**src/include/gpev_consts.svh**
```systemverilog
`ifndef GPEV_CONSTS_SVH
`define GPEV_CONSTS_SVH
// register offsets (byte addresses in configuration space)
`define GPEV_OFS_PM_DATA   8'hA7
`define GPEV_OFS_STATUS    8'hA8
`define GPEV_OFS_ENABLE    8'hAA
`define GPEV_OFS_INPUT     8'hAC
`define GPEV_OFS_TERM_CFG  8'hB8
// field positions
`define GPEV_BIT_VIDEO     15
`define GPEV_BIT_POWER     11
`define GPEV_BIT_PROG12    8
// implemented bits of status and enable
`define GPEV_EVENT_MASK    16'h8_91F
// reset values
`define GPEV_RST_STATUS    16'h0000
`define GPEV_RST_ENABLE    16'h0000
`define GPEV_RST_PM_DATA   8'h00
`define GPEV_RST_TERM_CFG  16'h0000
`endif

```
**src/include/gpev_pkg.sv**
```systemverilog
package gpev_pkg;
    typedef logic [15:0] gpev_word_type;
    typedef logic [4:0]  gpev_inputs_type;
    typedef enum logic [1:0] {
        GPEV_OUT_IDLE,
        GPEV_OUT_ASSERTED
    } gpev_out_state_type;
endpackage : gpev_pkg

```
**src/include/gpev_event_if.sv**
```systemverilog
`timescale 1ns/1ps
// event carrier between the event core and the register decode
interface gpev_event_if;
    logic [15:0] set_vec;    // one-cycle event pulses per status bit
    logic [15:0] clr_vec;    // write-one-to-clear pulses per status bit
    logic [15:0] status;     // current sticky flags
    modport core (input set_vec, input clr_vec, output status);
    modport src  (output set_vec, output clr_vec, input status);
endinterface : gpev_event_if

```
**src/design/gpev_in_sync.sv**
```systemverilog
`timescale 1ns/1ps
`include "gpev_consts.svh"
// two-stage synchroniser plus change detector for the input terminals
module gpev_in_sync
    import gpev_pkg::*;
#(
    parameter int WIDTH = 5
) (
    // clock and reset
    input  wire logic             sys_clk_i,
    input  wire logic             rst_n_i,
    input  wire logic             clk_en_i,
    // terminals and results
    input  wire logic [WIDTH-1:0] pin_i,
    output logic      [WIDTH-1:0] level_o,
    output logic      [WIDTH-1:0] change_o
);
    logic [WIDTH-1:0] meta_reg;   // first stage, read only by second stage
    logic [WIDTH-1:0] sync_reg;   // settled level
    logic [WIDTH-1:0] last_reg;   // level one cycle earlier
    logic [1:0]       prime_cnt_reg; // fill edges seen; the chain holds reset zeros until 3

    // one generate loop: each bit is its own synchroniser chain
    for (genvar i = 0; i < WIDTH; i++) begin : g_bit
        always_ff @(posedge sys_clk_i or negedge rst_n_i) begin
            if (!rst_n_i) begin
                meta_reg[i] <= 1'b0;
                sync_reg[i] <= 1'b0;
                last_reg[i] <= 1'b0;
            end else if (clk_en_i) begin
                meta_reg[i] <= pin_i[i];
                sync_reg[i] <= meta_reg[i];
                last_reg[i] <= sync_reg[i];
            end
        end
        // one transition gives exactly one pulse
        assign change_o[i] = (prime_cnt_reg == 2'h3) & (sync_reg[i] ^ last_reg[i]);
    end

    // wait three enabled edges so a terminal held high is not seen as a change
    always_ff @(posedge sys_clk_i or negedge rst_n_i) begin
        if (!rst_n_i) begin
            prime_cnt_reg <= 2'h0;
        end else if (clk_en_i && (prime_cnt_reg != 2'h3)) begin
            prime_cnt_reg <= prime_cnt_reg + 2'h1;
        end
    end

    assign level_o = sync_reg;
endmodule : gpev_in_sync

```
**src/design/gpev_flags.sv**
```systemverilog
`timescale 1ns/1ps
`include "gpev_consts.svh"
// sticky status flags: set wins over clear
module gpev_flags
    import gpev_pkg::*;
(
    // clock and reset
    input  wire logic  sys_clk_i,
    input  wire logic  rst_n_i,
    input  wire logic  clk_en_i,
    // flag traffic
    gpev_event_if.core ev
);
    gpev_word_type status_reg;   // sticky flags
    gpev_word_type status_next;  // next value

    // set regardless of enable, cleared by ones, reserved forced low
    assign status_next = ((status_reg & ~ev.clr_vec) | ev.set_vec)
                         & `GPEV_EVENT_MASK;

    always_ff @(posedge sys_clk_i or negedge rst_n_i) begin
        if (!rst_n_i) begin
            status_reg <= `GPEV_RST_STATUS;
        end else if (clk_en_i) begin
            status_reg <= status_next;
        end
    end

    assign ev.status = status_reg;
endmodule : gpev_flags

```
**src/design/gpev_core.sv**
```systemverilog
`timescale 1ns/1ps
`include "gpev_consts.svh"
module gpev_core
    import gpev_pkg::*;
#(
    parameter int NUM_INPUTS = 5
) (
    // clock, enable, reset
    input  wire logic                  sys_clk_i,
    input  wire logic                  clk_en_i,
    input  wire logic                  rst_n_i,
    // register port
    input  wire logic [7:0]            reg_addr_i,
    input  wire logic [15:0]           reg_wdata_i,
    input  wire logic                  reg_wr_i,
    input  wire logic                  reg_rd_i,
    output logic      [15:0]           reg_rdata_o,
    // socket condition inputs
    input  wire logic                  video_port_enable_i,
    input  wire logic [3:0]            socket_vcc_sel_i,
    input  wire logic [3:0]            socket_vpp_sel_i,
    input  wire logic                  vpp_is_12v_i,
    // input terminals
    input  wire logic [NUM_INPUTS-1:0] input_pins_i,
    // event output
    output logic                       general_event_out_n_o
);
    // reset release chain: async assert, sync deassert
    logic          rst_meta_reg;      // first stage, read only by second
    logic          rst_sync_reg;      // reset seen by the rest of the block
    // register state
    gpev_word_type enable_reg;        // event enable mask
    gpev_word_type term_cfg_reg;      // terminal function configuration
    gpev_word_type rdata_reg;         // read data, valid cycle after strobe
    gpev_word_type rdata_next;        // next read data
    logic          out_n_reg;         // event output, active low
    gpev_out_state_type out_state_reg;  // output state
    gpev_out_state_type out_state_next; // next output state
    // previous condition samples for change detection
    logic          video_last_reg;
    logic [3:0]    vcc_last_reg;
    logic [3:0]    vpp_last_reg;
    logic          prog12_last_reg;
    logic          cond_primed_reg;   // suppresses edges right after reset

    // synchronised terminals
    logic [NUM_INPUTS-1:0] in_level;  // settled terminal levels
    logic [NUM_INPUTS-1:0] in_change; // one-cycle change pulses

    // decode wires
    wire wr_status  = reg_wr_i && (reg_addr_i == `GPEV_OFS_STATUS);
    wire wr_enable  = reg_wr_i && (reg_addr_i == `GPEV_OFS_ENABLE);
    wire wr_termcfg = reg_wr_i && (reg_addr_i == `GPEV_OFS_TERM_CFG);
    wire sel_pm     = (reg_addr_i == `GPEV_OFS_PM_DATA);
    wire sel_status = (reg_addr_i == `GPEV_OFS_STATUS);
    wire sel_enable = (reg_addr_i == `GPEV_OFS_ENABLE);
    wire sel_input  = (reg_addr_i == `GPEV_OFS_INPUT);
    wire sel_cfg    = (reg_addr_i == `GPEV_OFS_TERM_CFG);

    // condition change pulses
    wire video_chg  = cond_primed_reg && (video_port_enable_i != video_last_reg);
    wire power_chg  = cond_primed_reg && ((socket_vcc_sel_i != vcc_last_reg)
                                       || (socket_vpp_sel_i != vpp_last_reg));
    wire prog12_chg = cond_primed_reg && (vpp_is_12v_i != prog12_last_reg);

    // terminal configuration fields: low bits say input function per terminal,
    // bit 15 says a terminal carries the event output
    wire [NUM_INPUTS-1:0] term_is_input = term_cfg_reg[NUM_INPUTS-1:0];
    wire                  event_routed  = term_cfg_reg[15];

    gpev_event_if ev ();

    // per-event set vector
    gpev_word_type set_vec;
    always_comb begin
        set_vec = 16'h0000;
        set_vec[`GPEV_BIT_VIDEO]  = video_chg;
        set_vec[`GPEV_BIT_POWER]  = power_chg;
        set_vec[`GPEV_BIT_PROG12] = prog12_chg;
        set_vec[NUM_INPUTS-1:0]   = in_change;
    end
    assign ev.set_vec = set_vec;
    // write one clears, write zero keeps
    assign ev.clr_vec = wr_status ? reg_wdata_i : 16'h0000;

    // enabled events; input events also need the input function
    gpev_word_type gate_vec;
    always_comb begin
        gate_vec = enable_reg;
        gate_vec[NUM_INPUTS-1:0] = enable_reg[NUM_INPUTS-1:0] & term_is_input;
    end
    wire pending = |(ev.status & gate_vec);

    // read mux; pm data byte is always zero
    always_comb begin
        rdata_next = 16'h0000;
        if (sel_pm) begin
            rdata_next = {8'h00, `GPEV_RST_PM_DATA};
        end else if (sel_status) begin
            rdata_next = ev.status;
        end else if (sel_enable) begin
            rdata_next = enable_reg;
        end else if (sel_input) begin
            rdata_next = {{(16-NUM_INPUTS){1'b0}}, in_level};
        end else if (sel_cfg) begin
            rdata_next = term_cfg_reg;
        end
    end

    // output state machine: asserted while a routed enabled flag stands
    always_comb begin
        case (out_state_reg)
            GPEV_OUT_IDLE:     out_state_next = (pending && event_routed)
                                                ? GPEV_OUT_ASSERTED : GPEV_OUT_IDLE;
            GPEV_OUT_ASSERTED: out_state_next = (pending && event_routed)
                                                ? GPEV_OUT_ASSERTED : GPEV_OUT_IDLE;
            default:           out_state_next = GPEV_OUT_IDLE;
        endcase
    end

    gpev_in_sync #(
        .WIDTH    (NUM_INPUTS)
    ) u_sync (
        .sys_clk_i(sys_clk_i),
        .rst_n_i  (rst_sync_reg),
        .clk_en_i (clk_en_i),
        .pin_i    (input_pins_i),
        .level_o  (in_level),
        .change_o (in_change)
    );

    gpev_flags u_flags (
        .sys_clk_i(sys_clk_i),
        .rst_n_i  (rst_sync_reg),
        .clk_en_i (clk_en_i),
        .ev       (ev.core)
    );

    // reset release; runs without the enable so reset always completes
    always_ff @(posedge sys_clk_i or negedge rst_n_i) begin
        if (!rst_n_i) begin
            rst_meta_reg <= 1'b0;
            rst_sync_reg <= 1'b0;
        end else begin
            rst_meta_reg <= 1'b1;
            rst_sync_reg <= rst_meta_reg;
        end
    end

    // software registers; reserved enable bits never store
    always_ff @(posedge sys_clk_i or negedge rst_sync_reg) begin
        if (!rst_sync_reg) begin
            enable_reg   <= `GPEV_RST_ENABLE;
            term_cfg_reg <= `GPEV_RST_TERM_CFG;
        end else if (clk_en_i) begin
            if (wr_enable) begin
                enable_reg <= reg_wdata_i & `GPEV_EVENT_MASK;
            end
            if (wr_termcfg) begin
                term_cfg_reg <= reg_wdata_i;
            end
        end
    end

    // condition history for change detection
    always_ff @(posedge sys_clk_i or negedge rst_sync_reg) begin
        if (!rst_sync_reg) begin
            video_last_reg  <= 1'b0;
            vcc_last_reg    <= 4'h0;
            vpp_last_reg    <= 4'h0;
            prog12_last_reg <= 1'b0;
            cond_primed_reg <= 1'b0;
        end else if (clk_en_i) begin
            video_last_reg  <= video_port_enable_i;
            vcc_last_reg    <= socket_vcc_sel_i;
            vpp_last_reg    <= socket_vpp_sel_i;
            prog12_last_reg <= vpp_is_12v_i;
            cond_primed_reg <= 1'b1;
        end
    end

    // read data and output; read data loaded on a read strobe, zeroed on any other enabled edge
    always_ff @(posedge sys_clk_i or negedge rst_sync_reg) begin
        if (!rst_sync_reg) begin
            rdata_reg     <= 16'h0000;
            out_state_reg <= GPEV_OUT_IDLE;
            out_n_reg     <= 1'b1;
        end else if (clk_en_i) begin
            rdata_reg     <= reg_rd_i ? rdata_next : 16'h0000;
            out_state_reg <= out_state_next;
            out_n_reg     <= (out_state_next != GPEV_OUT_ASSERTED);
        end
    end

    assign reg_rdata_o           = rdata_reg;
    assign general_event_out_n_o = out_n_reg;
endmodule : gpev_core

```
**config.mk**
```make
export PLATFORM = sky130hd
export DESIGN_NAME = gpev_core
export DESIGN_NICKNAME = d
export VERILOG_FILES = /design/src/include/gpev_pkg.sv /design/src/include/gpev_event_if.sv /design/src/design/gpev_in_sync.sv /design/src/design/gpev_flags.sv /design/src/design/gpev_core.sv
export VERILOG_INCLUDE_DIRS = /design/src /design/src/include
export SDC_FILE = /design/constraint.sdc
export NUM_CORES = 1
export LEC_CHECK = 0
export BUFFER_PORTS_ARGS = -buffer_cell sky130_fd_sc_hd__buf_2
export CORE_UTILIZATION = 45
export CTS_CLUSTER_SIZE = 20
export DETAILED_ROUTE_END_ITERATION = 6
export GPL_TIMING_DRIVEN = 0
export PLACE_DENSITY_LB_ADDON = 0.1
export SLEW_MARGIN = 5
export SYNTH_ARGS = -nofsm -noshare
export SYNTH_HDL_FRONTEND = slang
export SYNTH_HIERARCHICAL = 1
export SYNTH_SLANG_ARGS = --single-unit
```
**constraint.sdc**
```tcl
create_clock -name sys_clk_i -period 3.4 [get_ports sys_clk_i]
set_input_delay 0.34 -clock sys_clk_i [delete_from_list [all_inputs] [get_ports sys_clk_i]]
set_output_delay 0.34 -clock sys_clk_i [all_outputs]
set_load 0.005 [all_outputs]
```
== Word level (Yosys, flattened, before mapping) ==
Index checks and enable logic that the tools add are counted.

* Register bits: 81
* Bits in latches: 0
* RAM bits: 0
* Memory bits (read-only): 0
* Input bits: 44
* Logic and storage cells: 81
* Memories kept: 0

* $add $sub $neg: 1
* Multiply operators: 0
* Div/mod/pow operators: 0
* Magnitude comparators: 0
* Equality and inequality tests: 13
* Shift-type cells: 0
* Mux-type cells: 9
* Bitwise logic cells: 15
* Reduce and logical (&&, ||, !) cells: 14

{| class="wikitable"
|+ Operators with widths
! cell !! count
|-
| two-way mux 16 bit || 7
|-
| equality test 8 bit (second input constant) || 5
|-
| bitwise AND 16 bit || 2
|-
| NOT 16 bit || 1
|-
| bitwise OR 16 bit || 1
|-
| OR reduction 16 bit || 1
|-
| logical AND 1 bit || 8
|-
| inequality test 4 bit || 2
|-
| bitwise AND 1 bit || 5
|-
| bitwise AND 5 bit || 1
|-
| XOR 1 bit || 5
|-
| AND reduction 2 bit || 2
|-
| adder 2 x 1 -> 2 bit (second input constant) || 1
|-
| equality test 2 x 1 -> 1 bit (second input constant) || 1
|-
| equality test 2 bit (second input constant) || 1
|-
| logical NOT 2 bit || 1
|-
| two-way mux 1 bit || 2
|-
| inequality test 1 bit || 2
|-
| inequality test 2 x 1 -> 1 bit (second input constant) || 1
|-
| inequality test 2 bit (second input constant) || 1
|-
| OR reduction 2 bit || 1
|-
| logical OR 1 bit || 1
|}

== Logic depth before layout (Yosys ltp) ==
Gate-level depths: netlist of run 1.

* Depth after elaboration: 7
* Mapped depth: 7

== Hierarchy ==
Netlist of run 1, hierarchy kept.

{| class="wikitable"
|+ Modules (own cells, without submodules)
! module !! instances !! cells an instance !! area an instance (µm²)
|-
| gpev_core || 1 || 232 || 2721.4
|-
| gpev_in_sync || 1 || 48 || 779.5
|-
| gpev_flags || 1 || 35 || 386.6
|}

== Least setup slack after synthesis of run 1 ==
Ideal clock, no wire load.

* Path type: input to register
* From: input port reg_addr_i[0]
* To: register term_cfg_reg[10]
* Library setup time: 0.125 ns
* Arrival: 1.616 ns
* Data required time: 3.275 ns
* Slack: 1.660 ns
* Cell stages on the path: 5
* Path buffers: 1
* Cell sequence: nor3b_4 nand2_4 nor3_4 buf_8 mux2_2

* Longest elaborated chain between the ends: 3

{| class="wikitable"
|+ RTL lines
! what !! line !! RTL
|-
| start, declared || gpev_core.sv:13 || <nowiki>input wire logic [7:0] reg_addr_i,</nowiki>
|-
| equality test 8 bit (no line) || - ||
|-
| logical AND 1 bit || gpev_core.sv:53 || <nowiki>wire wr_termcfg = reg_wr_i && (reg_addr_i == `GPEV_OFS_TERM_CFG);</nowiki>
|-
| AND reduction 2 bit (no line) || - ||
|-
| end signal, assigned || gpev_core.sv:154 || <nowiki>term_cfg_reg <= `GPEV_RST_TERM_CFG;</nowiki>
|-
| end signal, assigned || gpev_core.sv:160 || <nowiki>term_cfg_reg <= reg_wdata_i;</nowiki>
|-
| end, declared || gpev_core.sv:33 || <nowiki>gpev_word_type term_cfg_reg;</nowiki>
|}

Every way passes these cells.
A chain may end at the register's enable or synchronous reset.

== Final worst setup path of run 1 ==
* From: input port reg_addr_i[0]
* To: register term_cfg_reg[6]

The elaborated chain is that of the path after synthesis.

==> results of run 1 <==
how the worst max path moves through the flow:
stage / from / end / slack, ps / cells after the start
final: reg_addr_i[0] / term_cfg_reg[6] / 1520 / 6
after global placement: rst_sync_reg / u_sync/meta_reg[2] / 7 / 0
after CTS: reg_addr_i[0] / term_cfg_reg[5] / 1550 / 6
after global routing: reg_addr_i[0] / term_cfg_reg[5] / 1470 / 6
after detailed placement: reg_addr_i[0] / term_cfg_reg[6] / 1180 / 6
after floorplan: rst_sync_reg / cond_primed_reg / 1040 / 0
what timing repair did:
action                     CTS  global route
setup endpoints to repair    0             0
hold buffers                 1             0
hold endpoints to repair     2             0
layout by cell type, fill, tap and decap left out, drive strengths merged, types with 8 or more instances in the layout:
| cell | n |
|---|---|
| dfrtp | 78 |
| buf | 75 |
| mux2 | 50 |
| clkbuf | 21 |
| a22o | 18 |
| inv | 16 |
| xor2 | 15 |
| nand2 | 13 |
| and3 | 10 |
| conb | 9 |
| mux2i | 8 |
| o2bb2ai | 8 |
routing by layer:
layer | GRT usage [%] | vias up | wire [µm]
li1 | - | 1232 | -
met1 | 26.5 | 1318 | 3760
met2 | 32.5 | 49 | 3910
met3 | 3.07 | 7 | 263
met4 | 7.56 | 0 | 85
met5 | 0 | - | 0
power breakdown:
part | internal [mW] | switching [mW]
registers | 1.03 | 0.0733
logic | 0.176 | 0.133
clock network | 0.282 | 0.325
total | 1.48 | 0.531
per-stage QoR:
stage | cell area (µm²) | worst slack, ps | power [mW] | hold slack (ps) | std cells
2_1_floorplan | 3860 | 1040 | 1.32 | 44.4 | 313
3_3_place_gp | 4290 | 7.35 | 1.41 | 125 | 477
3_5_place_dp | 4320 | 1180 | 1.43 | 133 | 478
4_1_cts | 4500 | 1550 | 2.04 | 207 | 495
5_1_grt | 4500 | 1470 | 2.12 | 211 | 495
6_report | 4500 | 1520 | 2.02 | 226 | 495
final cells by class:
type	count	area, µm²
Buffer	24	181
Clock buffer	12	145
Clock inverter	4	22.5
Fill cell	736	3720
Inverter	16	60.1
Multi-Input combinational cell	194	1640
Sequential cell	79	1980
Tap cell	105	131
Timing Repair Buffer	61	333
==> reports/results.ini, run 1 <==
[worst_setup_path]
cp_max_fo = 10
cp_top_family = simple AND/OR/NAND/NOR gates
worst_r2r_path_depth = 4
reg2reg_to = u_flags/ev.status[11]
cp_data_required_time_ps = 3630
cp_num_buf_inv = 2
path_cells = buf_2 > nor3b_4 > nand2_4 > nor3_4 > buf_8 > mux2_2
worstSetupPathType = in -> reg
cpMaxStageDelayCell = nor3_4
r2r-start = vpp_last_reg[2]
critPathMaxStageDelay_ps = 480
rrSetupSlack_ps = 2030
critPathCaptureType = flip-flop
arrival_ps = 2110
start_kind = primary input

[drt]
ant_nets = 0
routed_wl_mm = 8.02
drc = 0
wl_per_cell_um = 16.2
viasPerCell = 5.26
drtIter0Drc = 80
vias = 2606
drt_first_pass_iters = 4

[placed_design]
gp_congestion = 0.760
dp_hpwl_mm = 5.67
port_buffers = 59

[timing]
maxSlewHeadroom_pct = 49.4
min_period_over_period_pct = 55.2
final_max_slew_viol_count = 0
hold_viol_final = 0
setup_viol = 0
rsz0062_at_grt = false
layout_min_cycle_time_ps = 1880
tns_ps = 0
tightest_slew_ps = 760
skew_ps = 6.14
clock.fmax_mhz = 532

[grt]
grt_overflow = 0
grt_pass1_vias = 2690
grt.total_usage_pct = 19.9
grt_max_degree = 54
grt_pass1_wl_mm = 13.2
antenna_found_initial = 0

[outcome]
status = completed

[clocking]
insertion_delay_ps = 340
cts_max_level = 3
ctsResizeCount = 0
postCtsSetupBuffers = 0
cts_buffers = 9
clock-root-buffer = clkbuf_8
cts.clk_slew.worst_paths_ps = 80
tritoncts = yes
cts_sinks = 79
max-clock-path-buffers = 2

[die]
start_util_pct = 46.7
rows = 33
dieArea_um2 = 8890
fp.dieH_um = 94.3
core_um2 = 8220
die_w_um = 94.3
ios = 61

[cells_and_area]
finalNetCount = 430
postLayoutCoreUtil_pct = 54.7
drive_gt1_share_pct = 37.9
diodes = 0
area_growth_pct = 17.3

[pwr]
leakagePower_nw = 2.25
irDropWorstVdd_mv = 0.271
powerDensity_nw_per_um2 = 448

[logic_synthesis]
synth_area_um2 = 3830
synth.avg_cell_area_um2 = 12.5
syn_inst = 306
ys_warn_count = 6

[worst_hold_path]
hold_start = reg_wdata_i[10]
worstHoldEndpoint = term_cfg_reg[10]
hold_path.class = in -> reg
min_path_cells = 2

[job]
maxCapViolCount = 0

Power figures use the tool's default switching activity.
==> inputs of run 2 (changes only) <==
==> constraint.sdc (replaced) <==
create_clock -name sys_clk_i -period 1.5 [get_ports sys_clk_i]
set_input_delay 0.15 -clock sys_clk_i [delete_from_list [all_inputs] [get_ports sys_clk_i]]
set_output_delay 0.15 -clock sys_clk_i [all_outputs]
set_load 0.005 [all_outputs]
==> reports/results.ini, run 2 (same netlist as run 1, synthesis figures left out) <==
[cells_and_area]
final_common_cell = dfrtp_1  ; unchanged
fill_cells = 717  ; was 736
finalNetCount = 432  ; was 430
diodes = 0  ; unchanged
drive_gt1_share_pct = 39.3  ; was 37.9%
final_area_um2 = 4570  ; was 4500 µm²
layout_common_cells = 77 x dfrtp_1, 60 x buf_2, 40 x mux2_2, 18 x a22o_1, 16 x inv_1  ; unchanged
area_growth_pct = 19.3  ; was 17.3%
postLayoutCoreUtil_pct = 55.7  ; was 54.7%

[drt]
drc = 0  ; unchanged
routed_wl_mm = 8.25  ; was 8.02 mm
ant_nets = 0  ; unchanged
drtIter0Drc = 128  ; was 80
vias = 2612  ; was 2606
viasPerCell = 5.26  ; about the same
drt_first_pass_iters = 4  ; unchanged
wl_per_cell_um = 16.6  ; was 16.2 µm

[worst_hold_path]
hold_path.class = in -> reg  ; unchanged
hold_start = input_pins_i[1]  ; was reg_wdata_i[10]

[worst_setup_path]
cp_data_required_time_ps = 1740  ; was 3630 ps
crit_start = reg_addr_i[4]  ; was reg_addr_i[0]
worstSetupPathType = in -> reg  ; unchanged
cp_max_fo = 10  ; unchanged
critPathCaptureType = flip-flop  ; unchanged
r2r-start = vpp_last_reg[2]  ; unchanged
start_kind = primary input  ; unchanged
rrSetupSlack_ps = 130  ; was 2030 ps
arrival_ps = 1690  ; was 2110 ps

[grt]
grt_max_degree = 59  ; was 54
grt_pass1_wl_mm = 13.3  ; was 13.2 mm
grt_overflow = 0  ; unchanged
antenna_found_initial = 0  ; unchanged
grt.total_usage_pct = 19.9  ; about the same
grt_pass1_vias = 2642  ; was 2690

[die]
ios = 61  ; unchanged
rows = 33  ; unchanged
die_w_um = 94.3  ; unchanged
core_um2 = 8220  ; unchanged
start_util_pct = 46.7  ; unchanged
dieArea_um2 = 8890  ; unchanged
fp.dieH_um = 94.3  ; unchanged

[timing]
skew_ps = 8.00  ; was 6.14 ps
setup_viol = 0  ; unchanged
maxSlewHeadroom_pct = 50.4  ; was 49.4%
hold_viol_final = 0  ; unchanged
whs_ps = 30.0  ; was 226 ps
min_period_over_period_pct = 97.2
tns_ps = 0  ; unchanged
tightest_slew_ps = 744  ; was 760 ps
rsz0062_at_grt = true  ; was false
layout_min_cycle_time_ps = 1460
clock.fmax_mhz = 686
final_max_slew_viol_count = 0  ; unchanged

[clocking]
clock-root-buffer = clkbuf_8  ; unchanged
cts_sinks = 79  ; unchanged
tritoncts = yes  ; unchanged
cts_buffers = 9  ; unchanged
insertion_delay_ps = 350  ; was 340 ps
cts_max_level = 3  ; unchanged
max-clock-path-buffers = 2  ; unchanged
cts.clk_slew.worst_paths_ps = 80  ; about the same

[pwr]
powerDensity_nw_per_um2 = 1050  ; was 448 nW/µm²
irDropWorstVdd_mv = 0.564  ; was 0.271 mV
fin_total_pwr_mw = 4.79  ; was 2.02 mW
leakagePower_nw = 2.27  ; was 2.25 nW

[placed_design]
dp_hpwl_mm = 5.71  ; was 5.67 mm
gp_congestion = 0.765  ; was 0.760
port_buffers = 59  ; unchanged
place_area_um2 = 4320  ; unchanged

[outcome]
status = completed  ; unchanged

[job]
maxCapViolCount = 0  ; unchanged

-- run 2: cell types whose count changed in the layout (fill, tap and decap cells not counted) --
| cell | previous run | this run |
|---|---|---|
| bufinv_16 | 0 | 1 |
| nor3b_2 | 0 | 1 |
| nor2_4 | 0 | 1 |
| clkbuf_1 | 10 | 8 |
| clkinv_2 | 3 | 1 |
| nor3b_1 | 2 | 1 |
| clkinvlp_4 | 1 | 3 |
| nor4b_1 | 1 | 0 |
| nor2_2 | 1 | 0 |
| nor4b_2 | 0 | 1 |
| buf_12 | 1 | 2 |
| buf_4 | 8 | 10 |
-- run 2: worst paths after layout --
kind / endpoint / cells past startpoint
max: u_flags/ev.status[2] / 7
min: u_sync/meta_reg[1] / 2
max reg2reg: u_flags/ev.status[11] / 4
min reg2reg: u_sync/meta_reg[3] / 0
max in group asynchronous: general_event_out_n_o / 1
min in group asynchronous: rst_sync_reg / 2
-- run 2: worst max-delay path, cell delays in order --
cell and delay (ps):
clkbuf_8 140, nand4bb_1 330, nor3b_2 370, buf_2 300
and3_1 180, nand2_1 50, a22o_1 170
-- run 2: timing repair --
action	in CTS	in global routing
gates cloned	0	0
hold buffers	1	0
pin swaps	1	1
setup buffers	1	2
endpoints found under the hold margin	2	0
endpoints found under the setup margin	33	31
resized for setup	1	2
-- run 2: power by group --
| part | switching, mW | leakage (nW) | total, mW | internal, mW |
|---|---|---|---|---|
| Combinational | 0.304 | 1.19 | 0.705 | 0.400 |
| Sequential | 0.162 | 0.989 | 2.49 | 2.33 |
| Clock | 0.786 | 0.0916 | 1.60 | 0.812 |
| Total | 1.25 | 2.27 | 4.79 | 3.54 |
-- run 2: area by class of cell --
cell class              instances  area (µm²)  share of cell area, %
flip-flops and latches         79        1980                   43.3
clock inverters                 5        57.6                   1.26
inverters                      16        60.1                   1.31
plain buffers                  23         178                   3.88
multi-input cells             194        1660                   36.2
clock buffers                  11         141                   3.09
well taps                     105         131                   2.87
repair buffers                 64         368                   8.04
-- run 2: metrics by stage --
step / instances / setup slack [ps]
after floorplan: 313 / -50.4
after global placement: 477 / -544
after detailed placement: 478 / -550
after CTS: 495 / 0.570
after global routing: 497 / -64.0
final: 497 / 41.6
-- run 2: routing by layer --
metal  up-vias  track usage [%]  part of all wire (%)
li1       1233                -                     -
met1      1309             26.7                    46
met4         0             7.44                   1.6
met3        12             3.07                   3.7
met5         -                0                     0
met2        58             32.5                    48
==> inputs of run 3 (changes only) <==
==> constraint.sdc (replaced) <==
create_clock -name sys_clk_i -period 1.32 [get_ports sys_clk_i]
set_input_delay 0.132 -clock sys_clk_i [delete_from_list [all_inputs] [get_ports sys_clk_i]]
set_output_delay 0.132 -clock sys_clk_i [all_outputs]
set_load 0.005 [all_outputs]
==> reports/results.ini, run 3 (same netlist as run 1, synthesis figures left out) <==
[outcome]
status = completed  ; unchanged

[die]
fp.dieH_um = 94.3  ; unchanged
dieArea_um2 = 8890  ; unchanged
core_um2 = 8220  ; unchanged
rows = 33  ; unchanged
die_w_um = 94.3  ; unchanged
start_util_pct = 46.7  ; unchanged
ios = 61  ; unchanged

[pwr]
leakagePower_nw = 2.35  ; was 2.27 nW
powerDensity_nw_per_um2 = 1190  ; was 1050 nW/µm²
fin_total_pwr_mw = 5.64  ; was 4.79 mW
irDropWorstVdd_mv = 0.606  ; was 0.564 mV

[timing]
maxSlewHeadroom_pct = 52.4  ; was 50.4%
setup_viol = 0  ; unchanged
layout_min_cycle_time_ps = 1280
rsz0062_at_grt = true  ; unchanged
final_max_slew_viol_count = 0  ; unchanged
skew_ps = 4.37  ; was 8.00 ps
clock.fmax_mhz = 779
tightest_slew_ps = 713  ; was 744 ps
fin_ws_ps = 35.6  ; was 41.6 ps
min_period_over_period_pct = 97.3
hold_viol_final = 0  ; unchanged

[drt]
drt_first_pass_iters = 4  ; unchanged
routed_wl_mm = 8.30  ; was 8.25 mm
drtIter0Drc = 67  ; was 128
vias = 2652  ; was 2612
ant_nets = 0  ; unchanged
viasPerCell = 5.23  ; was 5.26
drc = 0  ; unchanged
wl_per_cell_um = 16.4  ; was 16.6 µm

[clocking]
cts_max_level = 3  ; unchanged
cts.clk_slew.worst_paths_ps = 80  ; about the same
cts_sinks = 79  ; unchanged
tritoncts = yes  ; unchanged
clock-root-buffer = clkbuf_8  ; unchanged
max-clock-path-buffers = 2  ; unchanged
cts_buffers = 9  ; unchanged
insertion_delay_ps = 350  ; about the same

[worst_setup_path]
start_kind = flip-flop  ; was primary input
cp_max_fo = 2  ; was 10
arrival_ps = 1530  ; was 1690 ps
worstSetupPathType = reg -> reg  ; was in -> reg
critPathCaptureType = flip-flop  ; unchanged
cp_data_required_time_ps = 1570  ; was 1740 ps

[grt]
grt.total_usage_pct = 20.4  ; was 19.9%
grt_pass1_vias = 2582  ; was 2642
grt_overflow = 0  ; unchanged
grt_pass1_wl_mm = 13.3  ; about the same
grt_max_degree = 78  ; was 59
antenna_found_initial = 0  ; unchanged

[placed_design]
port_buffers = 59  ; unchanged
gp_congestion = 0.788  ; was 0.765
pre_cts_ws_ps = -696  ; was -550 ps
dp_hpwl_mm = 5.50  ; was 5.71 mm

[job]
maxCapViolCount = 0  ; unchanged

[cells_and_area]
finalNetCount = 443  ; was 432
layout_common_cells = 77 x dfrtp_1, 59 x buf_2, 33 x mux2_2, 18 x a22o_1, 17 x mux2_4  ; was 77 x dfrtp_1, 60 x buf_2, 40 x mux2_2, 18 x a22o_1, 16 x inv_1
final_common_cell = dfrtp_1  ; unchanged
drive_gt1_share_pct = 39.1  ; was 39.3%
diodes = 0  ; unchanged
area_growth_pct = 23.6  ; was 19.3%

[worst_hold_path]
hold_path.class = in -> reg  ; unchanged

-- run 3: cell count changes in the layout (fill, tap and decap cells not counted), sizes merged --
cell / delta
dlygate4sd3: +11
clkinvlp: -3
bufinv: +1
clkinv: +1
-- run 3: timing repair --
action | 4_1_cts | 5_1_grt
hold buffers | 11 | 1
buffers inserted | 3 | 1
pin swaps | 6 | 2
hold endpoints to repair | 12 | 1
setup endpoints to repair | 39 | 86
resized for setup | 3 | 2
-- run 3: report_power, final --
group,leakage [nW],internal [mW],switching [mW],total (mW)
Combinational,1.25,0.489,0.349,0.838
Sequential,0.989,2.64,0.200,2.84
Clock,0.109,1.10,0.852,1.95
-- run 3: layout make-up --
class / instances / area, µm²
Multi-Input combinational cell: 194 / 1710
Buffer: 23 / 181
Timing Repair Buffer: 75 / 465
Tap cell: 105 / 131
Clock buffer: 11 / 141
Clock inverter: 4 / 70.1
Inverter: 16 / 60.1
Fill cell: 710 / 3480
Sequential cell: 79 / 1980
-- run 3: stage by stage --
stage	cells	hold WS, ps	util, %	TNS, ps	area, µm²
global placement	477	-82.4	52.9	-25830	4350
floorplan	313	-164	-	-3210	3920
finish	507	27.1	57.7	0	4740
global route	507	10.1	57.7	-66.3	4740
detailed placement	477	-80.5	52.9	-24360	4350
CTS	505	7.23	57.1	0	4690
-- run 3: worst max-delay path: stages (launching register included) --
cell      delay (ps)
dfrtp_1          390
xor2_1           170
nor4_2           300
a21boi_1         100
a22o_1           210
-- run 3: layer usage --
layer,up-vias,track usage [%],share of wire (%)
met3,10,4.13,3.9
met1,1329,27.5,47
li1,1255,-,-
met5,-,0,0
met4,0,8.08,1.5
met2,58,32.3,48
-- run 3: final timing paths --
kind | endpoint | from | slack [ps] | cells after the start
max | u_flags/ev.status[11] | vcc_last_reg[3] | 40 | 4
min | term_cfg_reg[9] | reg_wdata_i[9] | 30 | 2
max reg2reg | u_flags/ev.status[11] | vcc_last_reg[3] | 40 | 4
min reg2reg | reg_rdata_o[6] | rst_sync_reg | 330 | 0
max in group asynchronous | general_event_out_n_o | rst_sync_reg | 340 | 1
min in group asynchronous | rst_sync_reg | rst_n_i | 90 | 2
